File: config.mk
export PLATFORM = sky130hd
export DESIGN_NAME = bprx_classifier
export DESIGN_NICKNAME = d
export VERILOG_FILES = /design/src/bprx_pkg.sv /design/src/bprx_classifier.sv /design/src/bprx_level_timer.sv
export VERILOG_INCLUDE_DIRS = /design/src
export SDC_FILE = /design/constraint.sdc
export NUM_CORES = 1
export LEC_CHECK = 0
export ABC_AREA = 1
export BUFFER_PORTS_ARGS = -buffer_cell sky130_fd_sc_hd__buf_2
export CAP_MARGIN = 15
export CORE_MARGIN = 4
export CORE_UTILIZATION = 45
export DETAILED_ROUTE_END_ITERATION = 16
export HOLD_SLACK_MARGIN = 0.08
export PLACE_DENSITY_LB_ADDON = 0.25
export SYNTH_ARGS = -nofsm -noshare
export SYNTH_HDL_FRONTEND = slang
export SYNTH_SLANG_ARGS = --single-unit
export TNS_END_PERCENT = 1
File: constraint.sdc
create_clock -name aclk -period 2.1 [get_ports aclk]
set_input_delay 0.105 -clock aclk [delete_from_list [all_inputs] [get_ports aclk]]
set_output_delay 0.105 -clock aclk [all_outputs]
set_load 0.05 [all_outputs]
File: src/bprx_params.svh
`ifndef BPRX_PARAMS_SVH
`define BPRX_PARAMS_SVH

// ----------------------------------------------------------------------------
// Register word indices (byte address is four times the index)
// ----------------------------------------------------------------------------
`define BPRX_IDX_HIGH_FULL_BIT_MAX 14'h1aa0
`define BPRX_IDX_HIGH_FULL_BIT_MIN 14'h1aa1
`define BPRX_IDX_LOW_FULL_BIT_MAX  14'h1aa2
`define BPRX_IDX_LOW_FULL_BIT_MIN  14'h1aa3
`define BPRX_IDX_HIGH_HALF_BIT_MAX 14'h1aa4
`define BPRX_IDX_HIGH_HALF_BIT_MIN 14'h1aa5
`define BPRX_IDX_LOW_HALF_BIT_MAX  14'h1aa6
`define BPRX_IDX_LOW_HALF_BIT_MIN  14'h1aa7
`define BPRX_IDX_CODER_CTRL        14'h1a9e
`define BPRX_IDX_CODER_STATUS      14'h1a9f

// ----------------------------------------------------------------------------
// Field positions
// ----------------------------------------------------------------------------
`define BPRX_CTRL_SOFT_RESET_BIT   0
`define BPRX_STAT_LEVEL_BIT        0
`define BPRX_STAT_FULL_BIT         1
`define BPRX_STAT_HALF_BIT         2
`define BPRX_STAT_VIOL_BIT         3
`define BPRX_STAT_DUR_LSB          8

// ----------------------------------------------------------------------------
// Reset values and responses
// ----------------------------------------------------------------------------
`define BPRX_WIN_RESET             8'h00
`define BPRX_CTRL_RESET            1'b0
`define BPRX_RESP_OKAY             2'h0
`define BPRX_RESP_SLVERR           2'h2

`endif

File: src/bprx_pkg.sv
package bprx_pkg;

  typedef logic [7:0] bprx_win_t;

  // Register selector produced by the address decoder
  typedef enum logic [3:0] {
    BPRX_SEL_HFMAX = 4'h0,
    BPRX_SEL_HFMIN = 4'h1,
    BPRX_SEL_LFMAX = 4'h2,
    BPRX_SEL_LFMIN = 4'h3,
    BPRX_SEL_HHMAX = 4'h4,
    BPRX_SEL_HHMIN = 4'h5,
    BPRX_SEL_LHMAX = 4'h6,
    BPRX_SEL_LHMIN = 4'h7,
    BPRX_SEL_CTRL  = 4'h8,
    BPRX_SEL_STAT  = 4'h9,
    BPRX_SEL_NONE  = 4'hf
  } bprx_sel_t;

endpackage

File: src/bprx_classifier.sv
// Behaviour
// - High full bit needs min < duration < max
// - Low full bit needs min < duration < max
// - High half bit needs min < duration < max
// - Low half bit needs min < duration < max
// - Eight 8-bit read/write windows, zero at reset
// - Soft reset clears logic, keeps windows
`timescale 1ns/100ps
`default_nettype none
`include "bprx_params.svh"

module bprx_classifier #(
  parameter int DUR_W = 9
) (
  input  wire logic             aclk,
  input  wire logic             aresetn,
  input  wire logic [15:0]      s_axi_awaddr,
  input  wire logic             s_axi_awvalid,
  output var  logic             s_axi_awready,
  input  wire logic [31:0]      s_axi_wdata,
  input  wire logic [3:0]       s_axi_wstrb,
  input  wire logic             s_axi_wvalid,
  output var  logic             s_axi_wready,
  output var  logic [1:0]       s_axi_bresp,
  output var  logic             s_axi_bvalid,
  input  wire logic             s_axi_bready,
  input  wire logic [15:0]      s_axi_araddr,
  input  wire logic             s_axi_arvalid,
  output var  logic             s_axi_arready,
  output var  logic [31:0]      s_axi_rdata,
  output var  logic [1:0]       s_axi_rresp,
  output var  logic             s_axi_rvalid,
  input  wire logic             s_axi_rready,
  input  wire logic             cc_rx,
  output var  logic             sym_valid,
  output var  logic             sym_level,
  output var  logic             sym_full,
  output var  logic             sym_half,
  output var  logic             sym_violation,
  output var  logic [DUR_W-1:0] sym_duration
);

  import bprx_pkg::*;

  typedef struct packed {
    logic                 cc_meta;
    logic                 cc_sync;
    bprx_win_t [7:0]      win;
    logic                 soft_reset;
    logic                 aw_have;
    logic [15:0]          awaddr;
    logic                 w_have;
    logic [7:0]           wdata;
    logic                 wstb;
    logic                 awready;
    logic                 wready;
    logic                 bvalid;
    logic [1:0]           bresp;
    logic                 arready;
    logic                 rvalid;
    logic [1:0]           rresp;
    logic [31:0]          rdata;
    logic                 sym_valid;
    logic                 sym_level;
    logic                 sym_full;
    logic                 sym_half;
    logic                 sym_viol;
    logic [DUR_W-1:0]     sym_dur;
  } bprx_state_t;

  bprx_state_t      q;
  bprx_state_t      d;
  logic             ev_valid;
  logic             ev_level;
  logic [DUR_W-1:0] ev_dur;
  logic             run_n;

  // --------------------------------------------------------------------------
  // Helpers
  // --------------------------------------------------------------------------
  function automatic bprx_sel_t decode(input logic [15:0] addr);
    bprx_sel_t sel;
    sel = BPRX_SEL_NONE;
    if (addr[1:0] == 2'h0) begin
      unique case (addr[15:2])
        `BPRX_IDX_HIGH_FULL_BIT_MAX: sel = BPRX_SEL_HFMAX;
        `BPRX_IDX_HIGH_FULL_BIT_MIN: sel = BPRX_SEL_HFMIN;
        `BPRX_IDX_LOW_FULL_BIT_MAX:  sel = BPRX_SEL_LFMAX;
        `BPRX_IDX_LOW_FULL_BIT_MIN:  sel = BPRX_SEL_LFMIN;
        `BPRX_IDX_HIGH_HALF_BIT_MAX: sel = BPRX_SEL_HHMAX;
        `BPRX_IDX_HIGH_HALF_BIT_MIN: sel = BPRX_SEL_HHMIN;
        `BPRX_IDX_LOW_HALF_BIT_MAX:  sel = BPRX_SEL_LHMAX;
        `BPRX_IDX_LOW_HALF_BIT_MIN:  sel = BPRX_SEL_LHMIN;
        `BPRX_IDX_CODER_CTRL:        sel = BPRX_SEL_CTRL;
        `BPRX_IDX_CODER_STATUS:      sel = BPRX_SEL_STAT;
        default:                     sel = BPRX_SEL_NONE;
      endcase
    end
    return sel;
  endfunction

  // Strict window: both limits excluded
  function automatic logic in_window(input logic [DUR_W-1:0] dur,
                                     input bprx_win_t        lo,
                                     input bprx_win_t        hi);
    return (dur > DUR_W'(lo)) && (dur < DUR_W'(hi));
  endfunction

  // Slot of a window register in the packed window array
  function automatic logic [2:0] win_idx(input bprx_sel_t sel);
    return sel[2:0];
  endfunction

  // Status word: flags and duration of the last symbol
  function automatic logic [31:0] status_word(input logic             level,
                                              input logic             full,
                                              input logic             half,
                                              input logic             viol,
                                              input logic [DUR_W-1:0] dur);
    logic [31:0] w;
    w                                                = 32'h0000_0000;
    w[`BPRX_STAT_LEVEL_BIT]                          = level;
    w[`BPRX_STAT_FULL_BIT]                           = full;
    w[`BPRX_STAT_HALF_BIT]                           = half;
    w[`BPRX_STAT_VIOL_BIT]                           = viol;
    w[`BPRX_STAT_DUR_LSB+DUR_W-1:`BPRX_STAT_DUR_LSB] = dur;
    return w;
  endfunction

  // Full and half window hits for one level
  function automatic logic [1:0] classify(input logic             level,
                                          input logic [DUR_W-1:0] dur,
                                          input bprx_win_t [7:0]  win);
    logic full;
    logic half;
    if (level) begin
      full = in_window(dur, win[win_idx(BPRX_SEL_HFMIN)], win[win_idx(BPRX_SEL_HFMAX)]);
      half = in_window(dur, win[win_idx(BPRX_SEL_HHMIN)], win[win_idx(BPRX_SEL_HHMAX)]);
    end else begin
      full = in_window(dur, win[win_idx(BPRX_SEL_LFMIN)], win[win_idx(BPRX_SEL_LFMAX)]);
      half = in_window(dur, win[win_idx(BPRX_SEL_LHMIN)], win[win_idx(BPRX_SEL_LHMAX)]);
    end
    return {full, half};
  endfunction

  // --------------------------------------------------------------------------
  // Level timer, held idle by bus reset or soft reset
  // --------------------------------------------------------------------------
  assign run_n = aresetn && !q.soft_reset;

  bprx_level_timer #(
    .DUR_W (DUR_W)
  ) u_timer (
    .aclk     (aclk),
    .run_n    (run_n),
    .level    (q.cc_sync),
    .ev_valid (ev_valid),
    .ev_level (ev_level),
    .ev_dur   (ev_dur)
  );

  // --------------------------------------------------------------------------
  // Next state
  // --------------------------------------------------------------------------
  always_comb begin
    bprx_sel_t wsel;
    bprx_sel_t rsel;
    logic      full;
    logic      half;
    wsel      = decode(q.awaddr);
    rsel      = decode(s_axi_araddr);
    full      = 1'b0;
    half      = 1'b0;
    d         = q;
    d.cc_meta = cc_rx;
    d.cc_sync = q.cc_meta;

    // ------------------------------------------------------------------------
    // Write address and data taken in either order
    // ------------------------------------------------------------------------
    if (s_axi_awvalid && q.awready) begin
      d.aw_have = 1'b1;
      d.awaddr  = s_axi_awaddr;
    end
    if (s_axi_wvalid && q.wready) begin
      d.w_have = 1'b1;
      d.wdata  = s_axi_wdata[7:0];
      d.wstb   = s_axi_wstrb[0];
    end
    if (q.bvalid && s_axi_bready) begin
      d.bvalid = 1'b0;
    end
    if (q.aw_have && q.w_have && !q.bvalid) begin
      d.aw_have = 1'b0;
      d.w_have  = 1'b0;
      d.bvalid  = 1'b1;
      d.bresp   = `BPRX_RESP_OKAY;
      if (wsel == BPRX_SEL_NONE) begin
        d.bresp = `BPRX_RESP_SLVERR;
      end else if (wsel == BPRX_SEL_CTRL) begin
        if (q.wstb) begin
          d.soft_reset = q.wdata[`BPRX_CTRL_SOFT_RESET_BIT];
        end
      end else if (wsel != BPRX_SEL_STAT) begin
        if (q.wstb) begin
          d.win[win_idx(wsel)] = q.wdata;
        end
      end
    end
    d.awready = !d.aw_have && !d.bvalid;
    d.wready  = !d.w_have && !d.bvalid;

    // ------------------------------------------------------------------------
    // Read channel
    // ------------------------------------------------------------------------
    if (q.rvalid && s_axi_rready) begin
      d.rvalid = 1'b0;
    end
    if (s_axi_arvalid && q.arready) begin
      d.rvalid = 1'b1;
      d.rresp  = `BPRX_RESP_OKAY;
      d.rdata  = 32'h0000_0000;
      if (rsel == BPRX_SEL_NONE) begin
        d.rresp = `BPRX_RESP_SLVERR;
      end else if (rsel == BPRX_SEL_CTRL) begin
        d.rdata[`BPRX_CTRL_SOFT_RESET_BIT] = q.soft_reset;
      end else if (rsel == BPRX_SEL_STAT) begin
        d.rdata = status_word(q.sym_level, q.sym_full, q.sym_half, q.sym_viol, q.sym_dur);
      end else begin
        d.rdata[7:0] = q.win[win_idx(rsel)];
      end
    end
    d.arready = !d.rvalid;

    // ------------------------------------------------------------------------
    // Pulse classification
    // ------------------------------------------------------------------------
    d.sym_valid = 1'b0;
    if (ev_valid) begin
      {full, half} = classify(ev_level, ev_dur, q.win);
      d.sym_valid = 1'b1;
      d.sym_level = ev_level;
      d.sym_full  = full;
      d.sym_half  = half;
      d.sym_viol  = !full && !half;
      d.sym_dur   = ev_dur;
    end

    // ------------------------------------------------------------------------
    // Soft reset clears decode state only
    // ------------------------------------------------------------------------
    if (q.soft_reset) begin
      d.sym_valid = 1'b0;
      d.sym_level = 1'b0;
      d.sym_full  = 1'b0;
      d.sym_half  = 1'b0;
      d.sym_viol  = 1'b0;
      d.sym_dur   = '0;
    end
  end

  // --------------------------------------------------------------------------
  // State register
  // --------------------------------------------------------------------------
  always_ff @(posedge aclk) begin
    if (!aresetn) begin
      q            <= '0;
      q.win        <= {8{`BPRX_WIN_RESET}};
      q.soft_reset <= `BPRX_CTRL_RESET;
    end else begin
      q <= d;
    end
  end

  // --------------------------------------------------------------------------
  // Outputs
  // --------------------------------------------------------------------------
  assign s_axi_awready = q.awready;
  assign s_axi_wready  = q.wready;
  assign s_axi_bvalid  = q.bvalid;
  assign s_axi_bresp   = q.bresp;
  assign s_axi_arready = q.arready;
  assign s_axi_rvalid  = q.rvalid;
  assign s_axi_rresp   = q.rresp;
  assign s_axi_rdata   = q.rdata;
  assign sym_valid     = q.sym_valid;
  assign sym_level     = q.sym_level;
  assign sym_full      = q.sym_full;
  assign sym_half      = q.sym_half;
  assign sym_violation = q.sym_viol;
  assign sym_duration  = q.sym_dur;

endmodule

`default_nettype wire

File: src/bprx_level_timer.sv
`timescale 1ns/100ps
`default_nettype none

module bprx_level_timer #(
  parameter int DUR_W = 9
) (
  input  wire logic             aclk,
  input  wire logic             run_n,
  input  wire logic             level,
  output var  logic             ev_valid,
  output var  logic             ev_level,
  output var  logic [DUR_W-1:0] ev_dur
);

  import bprx_pkg::*;

  typedef struct packed {
    logic             prev;
    logic             armed;
    logic [DUR_W-1:0] cnt;
    logic             ev_valid;
    logic             ev_level;
    logic [DUR_W-1:0] ev_dur;
  } bprx_tmr_t;

  localparam logic [DUR_W-1:0] CNT_ONE = DUR_W'(1);
  localparam logic [DUR_W-1:0] CNT_SAT = {DUR_W{1'b1}};

  bprx_tmr_t q;
  bprx_tmr_t d;

  // --------------------------------------------------------------------------
  // Level duration counter
  // --------------------------------------------------------------------------
  always_comb begin
    d          = q;
    d.ev_valid = 1'b0;
    if (level != q.prev) begin
      // First edge after reset only starts timing
      d.ev_valid = q.armed;
      d.ev_level = q.prev;
      d.ev_dur   = q.cnt;
      d.armed    = 1'b1;
      d.prev     = level;
      d.cnt      = CNT_ONE;
    end else if (q.cnt != CNT_SAT) begin
      d.cnt = q.cnt + CNT_ONE;
    end
  end

  always_ff @(posedge aclk) begin
    if (!run_n) begin
      q <= '0;
    end else begin
      q <= d;
    end
  end

  assign ev_valid = q.ev_valid;
  assign ev_level = q.ev_level;
  assign ev_dur   = q.ev_dur;

endmodule

`default_nettype wire

==> metrics.txt <==
status completed; Worst Skew ~0.011 ns; num rows 50; DIE AREA about 22000 um2; part of the total power dissipated in sequential elements 0.469; total I/O pin count 131; setup slack of the critical path after layout 0.01347 ns; number of buffers added by the clock tree synthesis step 17; global routing usage summed across all routing layers 0.2236; Filler Cell Count 1852; Post-Synthesis Mean Instance Area between 7 and 8 um2; Min Hold Slack ~0.27 ns; number of H-tree branching levels 4; clock root buffer master clkbuf_16; Gate power share 0.082; element type at the critical path start flip-flop; buffers plus inverters on the worst setup path 3; Remaining Overflow, GRT 0; cell type with the largest total area after synthesis dfxtp_1; total half-perimeter wirelength after legalization and detailed placement 17.70 mm; CTS tree done; worst-path maximum fanout 10; kind of critical path reg -> reg; Placeable Area between 15000 and 20000 um2; wire length per cell ~15 um; Diodes inserted 0; layout net count around 1500; count of state elements after synthesis ~150; Worst Path Arrival 2.43 ns; critical path endpoint category flip-flop; flip-flop cell with the highest count after synthesis dfxtp_1; critical path's largest stage delay roughly 0.32 ns; tightest slew margin relative to the limit 0.4630; worst min path class in -> reg; number of cells on the worst reg-to-reg path 14; count of port buffers added during placement 86; top cell types by occurrence after synthesis 225 x nand2_1, 154 x dfxtp_1, 144 x a21oi_1, 134 x inv_1, 123 x nor2_1; DR pass1 iterations 5; number of global-route vias before repair 7670; vias per cell about 5.1; Ys Warns 0; last weighted congestion value of the routability-driven placer 0.9100; worst-case clock buffer depth 2; ranking of synthesized cells by area dfxtp_1 36%, nand2_1 9.7%, ha_1 9.0%; starting utilization of the core area 0.4603; initial antenna violation count 0; initial drt markers 564; clock power share 0.449; cells along the critical path inv_2 -> nor2_4 -> nand3_4 -> nor2_4 -> o21ai_2 -> nand2_4 -> nand2_2 -> nor2_4 -> nand3_4 -> buf_8 -> nor2_8 -> buf_4 -> nand2_1 -> a21oi_1; share of total power consumed by net switching 0.2507; Worst Path Required between 2 and 2.5 ns; pin count of the biggest net entering global routing a little over 70; number of maximum-capacitance constraint violations 0; synthesized netlist cell count about 1200; library cells used by synthesis 42; setup repair after global routing missed its margin true; reported leakage power about 0.0045 uW; Power Internal around 5000 uW; Most Frequent Cell on Critical Path nor2_4; minimum setup slack after placement -0.002666 ns; global-route wire length before repair ~39 mm; worst-path cell with the longest stage delay dfxtp_1; insertion delay of the later-clocked pin in the worst-skew pair between 0.4 and 0.5 ns; growth of design area from synthesis to finish 21.81%; Final setup violation count 0; Worst VDD drop approximately 520 uV; number of hold-slack violations in the final timing report 0; overall die height between 100 and 150 um; PwrDens a little over 600 nW/um2; final period demand of the worst path around 2.1 ns; TritonCTS sink count roughly 150; CTS clock-pin slew for the worst setup and hold paths roughly 0.06 ns; fraction of the yosys area taken by sequential cells 0.3557; most common cell in the netlist nand2_1; Die Width approximately 150 um; Switching Power between 1500 and 2000 uW; portion of synthesized cell area occupied by the leading cell type 0.3557; number of DRC violations after detailed routing 0; total via count after detailed routing roughly 8300; async set-reset flop share out of synthesis 0; Post-Synthesis Cell Area 8667 um2; aggregate routed wire length ~25 mm; Slew Viols, Final 0; Routed Antenna Nets 0; timing-limited maximum frequency between 400 and 500 MHz; hold depth 3; Tcrit/Tclk final 0.9936; family with the most delay on the worst path simple AND/OR/NAND/NOR gates; layout cell share with drive strength beyond 1 0.1881; Post-synth EDFFs 0; measured slew at the worst slew-check pin just over 0.8 ns; Crit path depth 14
## metrics by stage
stage / setup TNS (ns) / cell area [um2] / power, uW / std cells / utilization
6_report: 0 / 10560 / 6552 / 1621 / 0.5607
2_1_floorplan: 0 / 8727 / 3470 / 1232 / -
3_3_place_gp: 0 / 9523 / 3606 / 1554 / 0.5057
3_5_place_dp: -0.002666 / 9523 / 3611 / 1554 / 0.5057
5_1_grt: -3.503 / 10560 / 6778 / 1621 / 0.5607
4_1_cts: 0 / 10380 / 6584 / 1613 / 0.5510
## power groups by stage
stage          clock network (uW)  logic (uW)  registers (uW)
3_5_place_dp                    0         483            3130
3_3_place_gp                    0         479            3130
6_report                     2940         538            3070
4_1_cts                      2990         526            3060
2_1_floorplan                   0         365            3100
5_1_grt                      3110         594            3070
## path summary, 6_finish.rpt
path,startpoint,to,slack (ns)
worst max register to register,q[74],q[126],0.01
worst min register to register,d[147],q[147],0.41
worst min-delay path,s_axi_awvalid,q[69],0.27
worst max-delay path,q[74],q[126],0.01
## layout by cell type (no fill, tap or decap), types with 15 or more instances in the layout
cell / count
a21oi_1: 143
buf_2: 86
buf_4: 58
clkbuf_16: 17
conb_1: 17
dfxtp_1: 151
dlygate4sd3_1: 29
ha_1: 61
inv_1: 134
nand2_1: 224
nand3_1: 58
nand4_1: 15
nor2_1: 120
o211ai_1: 16
o21ai_0: 92
## worst reg2reg max path, delay by kind of cell (launching register included)
kind            cells  cell delay [ns]
simple gates        9             1.05
buf+inv             3             0.35
flops               1             0.32
compound gates      2             0.28
## layout make-up
class                           instances  area [um2]  share of cell area
Clock inverter                         10       122.6             0.01161
Sequential cell                       154        3087              0.2924
Multi-Input combinational cell        838        4632              0.4387
Clock buffer                           20       436.7             0.04136
Tap cell                              260       325.3             0.03081
Timing Repair Buffer                  184        1363              0.1291
Inverter                              155       591.8             0.05606
## layer usage
metal	vias to the layer above	part of all wire	global-route usage
li1	4225	-	-
met1	3745	0.47	0.3116
met2	289	0.43	0.3492
met3	38	0.070	0.04380
met4	0	0.025	0.07197
met5	-	0	0
## registers in the layout, summed over array words and instances (netlist names), 9 cells and up
| register | flops |
|---|---|
| q | 93 |
| s_axi_rdata | 17 |
| u_timer.q | 11 |
| sym_duration | 9 |
| u_timer.ev_dur | 9 |
## logic make-up (layout without fill, tap and decap cells)
family / Yosys count / in the layout / synth area share
flops: 154 / 154 / 0.3557
other cells: 1 / 17 / 0.0004327
buf+inv: 240 / 369 / 0.1275
fa+ha+maj: 62 / 62 / 0.08950
compound gates: 282 / 282 / 0.1751
simple gates: 477 / 477 / 0.2518
## repair_timing
item,CTS,global route
setup buffers,0,8
hold buffers,29,0
endpoints found under the hold margin,32,0
setup endpoints to repair,1,72
gates resized for setup,1,28
pin swaps,0,18
Power figures use the tool's default switching activity.
